[config.mk]
export PLATFORM = sky130hd
export DESIGN_NAME = rdw_top
export DESIGN_NICKNAME = d
export VERILOG_FILES = /design/src/shared/rdw_pkg.sv /design/src/rtl/rdw_top.sv
export SDC_FILE = /design/constraint.sdc
export NUM_CORES = 1
export LEC_CHECK = 0
export BUFFER_PORTS_ARGS = -buffer_cell sky130_fd_sc_hd__buf_2
export CORE_ASPECT_RATIO = 0.8
export CORE_MARGIN = 2
export CORE_UTILIZATION = 40
export DETAILED_ROUTE_END_ITERATION = 7
export PLACE_DENSITY = 0.54
export SLEW_MARGIN = 10
export SYNTH_ARGS = -nofsm -noshare
export SYNTH_HDL_FRONTEND = slang
export SYNTH_SLANG_ARGS = --single-unit
[constraint.sdc]
create_clock -name core_clk -period 3.2 [get_ports core_clk]
set_input_delay 0.48 -clock core_clk [delete_from_list [all_inputs] [get_ports core_clk]]
set_output_delay 0.48 -clock core_clk [all_outputs]
set_load 0.05 [all_outputs]
[src/shared/rdw_pkg.sv]
// shared constants and types for the reset hold-off timer and watchdog
package rdw_pkg;
  localparam int CLK_NS     = 25;
  // stand-in period of the on-chip rc oscillators, made from core_clk
  localparam int RC_TICK_NS = 250;

  function automatic int ceil_div(input int a, input int b);
    return (a + b - 1) / b;
  endfunction

  localparam int RC_TICK_CYC = ceil_div(RC_TICK_NS, CLK_NS);
  localparam int DIV_W       = 4;

  localparam int HOLD_LONG_NS  = 18_000_000;
  localparam int HOLD_POR_NS   = 1_125_000;
  localparam int HOLD_SHORT_NS = 10_000;
  localparam int WDT_BASE_NS   = 18_000_000;

  localparam int HOLD_LONG_TICKS  = ceil_div(HOLD_LONG_NS, RC_TICK_NS);
  localparam int HOLD_POR_TICKS   = ceil_div(HOLD_POR_NS, RC_TICK_NS);
  localparam int HOLD_SHORT_TICKS = ceil_div(HOLD_SHORT_NS, RC_TICK_NS);
  localparam int WDT_BASE_TICKS   = ceil_div(WDT_BASE_NS, RC_TICK_NS);

  localparam int CNT_W = 17;
  localparam int PS_W  = 3;
  localparam int PRE_W = 7;

  localparam logic PIN_LEVEL_RST    = 1'b1;
  localparam logic TIMEOUT_FLAG_RST = 1'b1;
  localparam logic POR_PEND_RST     = 1'b1;

  typedef enum logic [2:0] {
    OSC_FAST_CRYSTAL     = 3'h0,
    OSC_STANDARD_CRYSTAL = 3'h1,
    OSC_LOW_POWER_CRYSTAL = 3'h2,
    OSC_EXTERNAL_CLOCK   = 3'h3,
    OSC_INTERNAL_OSC     = 3'h4,
    OSC_EXTERNAL_RC      = 3'h5
  } rdw_osc_t;

  // gray along hold -> run -> sleep
  typedef enum logic [1:0] {
    ST_HOLD  = 2'h0,
    ST_RUN   = 2'h1,
    ST_SLEEP = 2'h3,
    ST_PIN   = 2'h2
  } rdw_state_t;

  typedef struct packed {
    logic            prescaler_to_watchdog;
    logic [PS_W-1:0] ratio_sel;
  } rdw_option_t;

  typedef struct packed {
    logic clear_watchdog_instruction;
    logic sleep_instruction;
  } rdw_core_op_t;
endpackage

[src/rtl/rdw_top.sv]
// reset hold-off timer and watchdog with its prescaler
`timescale 1ns/100ps

module rdw_top #(
  parameter int HOLD_LONG_TICKS  = rdw_pkg::HOLD_LONG_TICKS,
  parameter int HOLD_POR_TICKS   = rdw_pkg::HOLD_POR_TICKS,
  parameter int HOLD_SHORT_TICKS = rdw_pkg::HOLD_SHORT_TICKS,
  parameter int WDT_BASE_TICKS   = rdw_pkg::WDT_BASE_TICKS
) (
  input  wire logic                 core_clk,
  input  wire logic                 reset,
  input  wire logic                 external_reset_pin,
  input  wire rdw_pkg::rdw_osc_t    osc_mode,
  input  wire logic                 watchdog_enable_fuse,
  input  wire rdw_pkg::rdw_option_t option,
  input  wire rdw_pkg::rdw_core_op_t core_op,
  input  wire logic                 wake_pin_change,
  input  wire logic                 wake_comparator_change,
  output logic                      core_reset,
  output logic                      sleep_active,
  output logic                      timeout_flag_n
);
  localparam logic [rdw_pkg::CNT_W-1:0] LONG_LOAD  = rdw_pkg::CNT_W'(HOLD_LONG_TICKS - 1);
  localparam logic [rdw_pkg::CNT_W-1:0] POR_LOAD   = rdw_pkg::CNT_W'(HOLD_POR_TICKS - 1);
  localparam logic [rdw_pkg::CNT_W-1:0] SHORT_LOAD = rdw_pkg::CNT_W'(HOLD_SHORT_TICKS - 1);
  localparam logic [rdw_pkg::CNT_W-1:0] WDT_LAST   = rdw_pkg::CNT_W'(WDT_BASE_TICKS - 1);
  localparam logic [rdw_pkg::DIV_W-1:0] DIV_LAST   = rdw_pkg::DIV_W'(rdw_pkg::RC_TICK_CYC - 1);
  localparam logic [rdw_pkg::CNT_W-1:0] CNT_ZERO   = '0;
  localparam logic [rdw_pkg::CNT_W-1:0] CNT_ONE    = rdw_pkg::CNT_W'(1);
  localparam logic [rdw_pkg::PRE_W-1:0] PRE_ONE    = rdw_pkg::PRE_W'(1);
  localparam int                        TICK_GAP   = rdw_pkg::RC_TICK_CYC;

  logic                       pin_s1;
  logic                       pin_s2;
  logic                       pin_s3;
  logic                       pin_level;
  logic [rdw_pkg::DIV_W-1:0]  div_cnt;
  logic                       rc_tick;
  rdw_pkg::rdw_state_t        state;
  rdw_pkg::rdw_state_t        next_state;
  logic [rdw_pkg::CNT_W-1:0]  hold_cnt;
  logic                       por_pend;
  logic [rdw_pkg::PRE_W-1:0]  pre_cnt;
  logic [rdw_pkg::CNT_W-1:0]  wdt_cnt;
  logic                       wdt_run;
  logic                       wdt_clear;
  logic                       base_tick;
  logic                       wdt_expire;
  logic                       hold_enter;

  // crystal modes need the long settle on every reset
  function automatic logic [rdw_pkg::CNT_W-1:0] hold_load(
    input rdw_pkg::rdw_osc_t mode,
    input logic              first
  );
    if (mode == rdw_pkg::OSC_FAST_CRYSTAL || mode == rdw_pkg::OSC_STANDARD_CRYSTAL ||
        mode == rdw_pkg::OSC_LOW_POWER_CRYSTAL) begin
      return LONG_LOAD;
    end else if (first) begin
      return POR_LOAD;
    end else begin
      return SHORT_LOAD;
    end
  endfunction

  function automatic logic [rdw_pkg::PRE_W-1:0] ratio_mask(input logic [rdw_pkg::PS_W-1:0] sel);
    return rdw_pkg::PRE_W'((8'h01 << sel) - 8'h01);
  endfunction

  // pin synchroniser, a level counts once the last two stages agree
  always_ff @(posedge core_clk) begin
    if (reset) begin
      pin_s1 <= rdw_pkg::PIN_LEVEL_RST;
      pin_s2 <= rdw_pkg::PIN_LEVEL_RST;
      pin_s3 <= rdw_pkg::PIN_LEVEL_RST;
    end else begin
      pin_s1 <= external_reset_pin;
      pin_s2 <= pin_s1;
      pin_s3 <= pin_s2;
    end
  end

  always_ff @(posedge core_clk) begin
    if (reset) begin
      pin_level <= rdw_pkg::PIN_LEVEL_RST;
    end else if (pin_s2 == pin_s3) begin
      pin_level <= pin_s3;
    end
  end

  // rc oscillator stand-in: free-running, ignores sleep and core state
  always_ff @(posedge core_clk) begin
    if (reset || div_cnt == DIV_LAST) begin
      div_cnt <= '0;
    end else begin
      div_cnt <= div_cnt + rdw_pkg::DIV_W'(1);
    end
  end

  assign rc_tick = (div_cnt == DIV_LAST);

  always_comb begin
    next_state = state;
    if (!pin_level) begin
      next_state = rdw_pkg::ST_PIN;
    end else begin
      case (state)
        rdw_pkg::ST_PIN: begin
          next_state = rdw_pkg::ST_HOLD;
        end
        rdw_pkg::ST_HOLD: begin
          if (rc_tick && hold_cnt == CNT_ZERO) begin
            next_state = rdw_pkg::ST_RUN;
          end
        end
        rdw_pkg::ST_RUN: begin
          if (wdt_expire) begin
            next_state = rdw_pkg::ST_HOLD;
          end else if (core_op.sleep_instruction) begin
            next_state = rdw_pkg::ST_SLEEP;
          end
        end
        rdw_pkg::ST_SLEEP: begin
          if (wdt_expire || wake_pin_change || wake_comparator_change) begin
            next_state = rdw_pkg::ST_HOLD;
          end
        end
        default: begin
          next_state = rdw_pkg::ST_HOLD;
        end
      endcase
    end
  end

  // reset lands in the pin state so the first hold-off load sees the mode
  always_ff @(posedge core_clk) begin
    if (reset) begin
      state <= rdw_pkg::ST_PIN;
    end else begin
      state <= next_state;
    end
  end

  assign hold_enter = (next_state == rdw_pkg::ST_HOLD) && (state != rdw_pkg::ST_HOLD);

  always_ff @(posedge core_clk) begin
    if (reset) begin
      hold_cnt <= '0;
    end else if (hold_enter) begin
      hold_cnt <= hold_load(osc_mode, por_pend);
    end else if (state == rdw_pkg::ST_HOLD && rc_tick && hold_cnt != CNT_ZERO) begin
      hold_cnt <= hold_cnt - CNT_ONE;
    end
  end

  // a pin reset during the power-on hold-off keeps the power-on length
  always_ff @(posedge core_clk) begin
    if (reset) begin
      por_pend <= rdw_pkg::POR_PEND_RST;
    end else if (state == rdw_pkg::ST_HOLD && next_state == rdw_pkg::ST_RUN) begin
      por_pend <= 1'b0;
    end
  end

  always_ff @(posedge core_clk) begin
    if (reset) begin
      core_reset   <= 1'b1;
      sleep_active <= 1'b0;
    end else begin
      core_reset   <= (next_state == rdw_pkg::ST_HOLD) || (next_state == rdw_pkg::ST_PIN);
      sleep_active <= (next_state == rdw_pkg::ST_SLEEP);
    end
  end

  assign wdt_run   = watchdog_enable_fuse &&
                     (state == rdw_pkg::ST_RUN || state == rdw_pkg::ST_SLEEP);
  assign wdt_clear = (state == rdw_pkg::ST_RUN) &&
                     (core_op.clear_watchdog_instruction || core_op.sleep_instruction);
  assign base_tick = rc_tick && (!option.prescaler_to_watchdog ||
                     (pre_cnt & ratio_mask(option.ratio_sel)) == ratio_mask(option.ratio_sel));
  // a clear in the expiry cycle is too late; the time-out still fires
  assign wdt_expire = wdt_run && base_tick && (wdt_cnt == WDT_LAST);

  always_ff @(posedge core_clk) begin
    if (reset || !wdt_run) begin
      pre_cnt <= '0;
    end else if (wdt_clear && option.prescaler_to_watchdog) begin
      pre_cnt <= '0;
    end else if (rc_tick && option.prescaler_to_watchdog) begin
      pre_cnt <= pre_cnt + PRE_ONE;
    end
  end

  always_ff @(posedge core_clk) begin
    if (reset || !wdt_run || wdt_expire) begin
      wdt_cnt <= '0;
    end else if (wdt_clear) begin
      wdt_cnt <= '0;
    end else if (base_tick) begin
      wdt_cnt <= wdt_cnt + CNT_ONE;
    end
  end

  // the flag survives pin resets; a time-out beats a same-cycle clear
  always_ff @(posedge core_clk) begin
    if (reset) begin
      timeout_flag_n <= rdw_pkg::TIMEOUT_FLAG_RST;
    end else if (wdt_expire) begin
      timeout_flag_n <= 1'b0;
    end else if (wdt_clear) begin
      timeout_flag_n <= 1'b1;
    end
  end

  a_hold_keeps_reset: assert property (@(posedge core_clk) disable iff (reset)
    state == rdw_pkg::ST_HOLD |-> core_reset)
    else $error("core not held in reset during hold-off");

  a_release_after_zero: assert property (@(posedge core_clk) disable iff (reset)
    $fell(core_reset) |-> $past(state) == rdw_pkg::ST_HOLD && $past(hold_cnt) == CNT_ZERO && $past(rc_tick))
    else $error("core released before hold-off expired");

  a_pin_low_reset: assert property (@(posedge core_clk) disable iff (reset)
    !pin_level |=> core_reset ##1 state == rdw_pkg::ST_PIN || pin_level)
    else $error("low reset pin did not hold the core");

  a_hold_tick_only: assert property (@(posedge core_clk) disable iff (reset)
    state == rdw_pkg::ST_HOLD && $past(state) == rdw_pkg::ST_HOLD && $changed(hold_cnt) |-> $past(rc_tick))
    else $error("hold-off counted without an rc tick");

  a_hold_load_val: assert property (@(posedge core_clk) disable iff (reset)
    hold_enter |=> hold_cnt == hold_load($past(osc_mode), $past(por_pend)))
    else $error("wrong hold-off length loaded");

  a_expire_resets: assert property (@(posedge core_clk) disable iff (reset)
    wdt_expire |=> core_reset && wdt_cnt == CNT_ZERO)
    else $error("watchdog time-out did not reset the device");

  a_sleep_wake_hold: assert property (@(posedge core_clk) disable iff (reset)
    state == rdw_pkg::ST_SLEEP && pin_level && (wdt_expire || wake_pin_change || wake_comparator_change)
    |=> state == rdw_pkg::ST_HOLD)
    else $error("sleep wake-up did not restart the hold-off");

  a_flag_cleared: assert property (@(posedge core_clk) disable iff (reset)
    wdt_expire |=> !timeout_flag_n)
    else $error("time-out flag not cleared on watchdog reset");

  a_fuse_off: assert property (@(posedge core_clk) disable iff (reset)
    !watchdog_enable_fuse |-> !wdt_expire ##1 (wdt_cnt == CNT_ZERO && pre_cnt == '0))
    else $error("watchdog active with fuse off");

  a_clear_zeroes: assert property (@(posedge core_clk) disable iff (reset)
    wdt_clear && !wdt_expire && option.prescaler_to_watchdog |=> wdt_cnt == CNT_ZERO && pre_cnt == '0)
    else $error("clear did not zero the watchdog");

  a_sleep_zeroes: assert property (@(posedge core_clk) disable iff (reset)
    state == rdw_pkg::ST_RUN && core_op.sleep_instruction && !wdt_expire && pin_level
    |=> wdt_cnt == CNT_ZERO && state == rdw_pkg::ST_SLEEP)
    else $error("sleep did not zero the watchdog");

  a_prescale_steps: assert property (@(posedge core_clk) disable iff (reset)
    wdt_run && !wdt_clear && !wdt_expire && rc_tick && option.prescaler_to_watchdog &&
    (pre_cnt & ratio_mask(option.ratio_sel)) != ratio_mask(option.ratio_sel) |=> $stable(wdt_cnt))
    else $error("watchdog stepped between prescaler outputs");

  // the rc stand-in must keep its period through sleep and core resets
  a_rc_tick_period: assert property (@(posedge core_clk) disable iff (reset)
    rc_tick |-> ##TICK_GAP rc_tick)
    else $error("rc tick period broken");

  a_sleep_counts: assert property (@(posedge core_clk) disable iff (reset)
    state == rdw_pkg::ST_SLEEP && watchdog_enable_fuse && base_tick && !wdt_expire
    |=> wdt_cnt == $past(wdt_cnt) + CNT_ONE)
    else $error("watchdog stalled in sleep");

  a_flag_only_expire: assert property (@(posedge core_clk) disable iff (reset)
    $fell(timeout_flag_n) |-> $past(wdt_expire))
    else $error("time-out flag cleared without a time-out");

  // wake pulses only count in sleep; a running core ignores them
  a_run_ignores_wake: assert property (@(posedge core_clk) disable iff (reset)
    state == rdw_pkg::ST_RUN && pin_level && !wdt_expire && !core_op.sleep_instruction
    |=> state == rdw_pkg::ST_RUN)
    else $error("wake pulse left the run state");

  a_sleep_needs_source: assert property (@(posedge core_clk) disable iff (reset)
    state == rdw_pkg::ST_SLEEP && pin_level && !wdt_expire && !wake_pin_change && !wake_comparator_change
    |=> state == rdw_pkg::ST_SLEEP)
    else $error("sleep left without a wake source");
endmodule

==> summary.md <==
| Metric | Value |
|---|---|
| RSZ-0062 raised after global routing | `false` |
| Synth Cell Area | `0.00276 sq mm` |
| CP Capture Type | `flop` |
| Gate power share | `0.082` |
| Post-Synthesis Net Count | `338` |
| Post-synth top area share | `0.399` |
| Final antenna diode count | `0` |
| Crit path required time | `3370 ps` |
| Vias/cell | `5.32` |
| RR Startpoint | `wdt_cnt[0]$_SDFFE_PP0N_` |
| Via count | `2218` |
| PortBufs | `17` |
| Leak | `0.000941 uW` |
| Gr usage total | `0.160` |
| Final-report hold violation count | `0` |
| Final Max Tran Viols | `0` |
| Inserted Clock Buffers | `5` |
| Final core utilization | `0.436` |
| Kind of critical path | `reg2reg` |
| DRC violations left | `0` |
| # setup viols final | `0` |
| Starting DRT DRC Count | `131` |
| FILL cells | `678` |
| GPL Wtd Cong | `0.849` |
| PnR worst setup slack | `461 ps` |
| Hold crit path type | `in2reg` |
| CTS max path bufs | `2` |
| Int Pwr | `915 uW` |
| Clock H-tree levels | `2` |
| Overflow after GRT | `0` |
| Vias in the first global route | `2133` |
| Crit-path max FO | `6` |
| Total net switching power | `291 uW` |
| CTS tree | `done` |
| Yosys reg bits | `55` |
| Sw Share | `0.241` |
| DRT Pass-1 Iters | `4` |
| CP Launch Type | `flop` |
| Crit-path cells | `ha_1 -> nand2_1 -> nor4_1 -> nand4_1 -> or3_1 -> a211oi_1 -> nor4_1` |
| Crit path time final | `2740 ps` |
| Reg2reg path depth | `7` |
| Worst VDD drop | `0.238 mV` |
| Cts hold-fix bufs | `0` |
| Number of synthesized flops with an enable pin | `0` |
| Fmax | `365 MHz` |
| DP Worst Slack | `506 ps` |
| Syn. warnings | `0` |
| Top post-synthesis cells by area | `dfxtp_1 (40%), xnor2_1 (7.3%), nor2_1 (5.2%)` |
| R2r endpoint | `hold_cnt[8]$_SDFFE_PP0P_` |
| WL/cell | `13.7 um` |
| Worst skew pair latency | `300 ps` |
| WHS Endpoint | `pin_s1$_SDFF_PP1_` |
| Seq pwr share | `0.595` |
| Effective utilization at floorplan | `0.406` |
| Overall power | `1210 uW` |
| Max incr delay on CP | `560 ps` |
| Bufs and invs on worst path | `0` |
| Worst rel slew slack | `0.594` |
| Sink Count | `55` |
| Area growth, synth to finish | `7.21%` |
| Post-CTS Setup Inserts | `0` |
| IO Count | `18` |
| Final setup skew | `4.88 ps` |
| Final net count | `350` |
| Die Area | `0.00759 sq mm` |
| # resized after CTS | `0` |
| Largest delay share family, worst path | `simple AND/OR/NAND/NOR gates` |
| Core area | `0.00679 sq mm` |
| Clock power frac | `0.322` |
| Gate Count Post-Synth | `318` |
| Root Buffer | `clkbuf_8` |
| First-pass GRT wire length | `10100 um` |
| Average size of a mapped cell | `8.68 sq um` |
| Antenna violations before repair | `0` |
| Chip Height | `78.3 um` |
| FP Rows | `27` |
| Detailed Route WL | `5700 um` |
| Post-synthesis cell type count | `52` |
| DP HPWL | `4200 um` |
| Setup tns final | `0 ps` |
| Run status | `finished clean` |
| Synth Flop Type | `dfxtp_1` |
| Clock slew at reported path FFs | `100 ps` |
| Synth area leader | `dfxtp_1` |
| PD cells | `407 mW/mm^2` |
| Hold Crit Depth | `2` |
| Least-Margin Pin Slew | `608 ps` |
| ANT nets after route | `0` |
| Top-count cell post-synth | `dfxtp_1` |
| Min-delay src | `external_reset_pin` |
| Register-to-Register Setup Slack | `460 ps` |
| Synth async-reset ratio | `0` |
| CP arrival | `2910 ps` |
| Largest net degree at the start of global routing | `31` |
| Slowest CP cell | `a211oi_1` |
| Final worst path period share | `0.856` |
| Seq/Total Area, Yosys | `0.399` |
| Layout cells sized above 1 | `0.121` |
| Cell mode on critical path | `nor4_1` |
| Die width | `96.9 um` |
| Max-cap violations | `0` |
| Post-synth top cells | `dfxtp_1 (55), nor2_1 (38), nand2_1 (23), xnor2_1 (23), nor3_1 (18)` |
-- cell families (layout without fill, tap and decap cells) --
logic type	count (synthesis)	after routing	synth area share
compound gates	44	44	0.104
xor+xnor	33	33	0.105
fa+ha+maj	5	5	0.0227
buf+inv	19	31	0.0435
flops	55	55	0.399
mux	1	1	0.00363
simple gates	161	161	0.322
-- metrics by stage --
step	instance area (sq um)	std cells	hold WS, ps
floorplan	2760	318	389
global placement	2870	410	392
detailed placement	2870	410	396
CTS	2960	417	343
global route	2960	417	355
finish	2960	417	355
-- flip-flops by register name, summed over array words and instances, names as in the netlist --
name / flops
core_reset: 1
div_cnt: 4
hold_cnt: 17
pin_level: 1
pin_s1: 1
pin_s2: 1
pin_s3: 1
por_pend: 1
pre_cnt: 7
sleep_active: 1
state: 2
timeout_flag_n: 1
wdt_cnt: 17
-- power by group through the flow --
stage / Clock, uW / Sequential (uW) / Combinational, uW
after floorplan: 0 / 728 / 76.0
after global placement: 0 / 734 / 99.7
after detailed placement: 0 / 733 / 99.1
after CTS: 405 / 718 / 99.7
after global routing: 430 / 722 / 114
final: 389 / 718 / 99.4
-- layer usage --
layer	part of all wire	track usage	vias to the layer above
met5	0	0	-
met1	0.56	0.239	1018
met2	0.40	0.235	26
li1	-	-	1170
met3	0.031	0.0321	4
met4	0.0065	0.0423	0
-- layout by cell type (no fill, tap or decap), types with 2 or more instances in the layout --
master    count
inv_1         4
nor3b_1       3
nand2_1      23
and3_1        3
a21oi_1      11
xnor2_1      23
or4_4         2
o21ai_0      11
a211oi_1      6
or4_1         4
nor4b_1       3
and2_1        3
a21boi_0      3
nor3_1       18
buf_2        17
clkbuf_8      6
dfxtp_1      55
nand2b_1      6
buf_4         3
nor4_1       16
or2_2         4
nand3_1       9
nand3b_1      3
ha_1          5
or3_1         7
nor2_1       38
xor2_1       10
nand4_1      11
-- cell type report --
type,count,area [sq um],area share
inverters,4,15.0,0.00507
clock buffers,6,82.6,0.0279
repair buffers,20,108,0.0364
well taps,87,109,0.0368
clock inverters,1,5.00,0.00169
flip-flops and latches,55,1100,0.372
multi-input cells,244,1540,0.520
-- worst max path at each step --
stage	from	end	slack (ps)	depth (start not counted)
2_1_floorplan	hold_cnt[0]$_SDFFE_PP0P_	hold_cnt[11]$_SDFFE_PP0P_	940	9
3_3_place_gp	wdt_cnt[0]$_SDFFE_PP0N_	hold_cnt[8]$_SDFFE_PP0P_	510	7
3_5_place_dp	wdt_cnt[0]$_SDFFE_PP0N_	hold_cnt[8]$_SDFFE_PP0P_	510	7
4_1_cts	wdt_cnt[0]$_SDFFE_PP0N_	hold_cnt[8]$_SDFFE_PP0P_	490	7
5_1_grt	wdt_cnt[0]$_SDFFE_PP0N_	hold_cnt[4]$_SDFFE_PP0P_	250	7
6_report	wdt_cnt[0]$_SDFFE_PP0N_	hold_cnt[8]$_SDFFE_PP0P_	460	7
No activity file was read; power rests on OpenSTA's default activity.
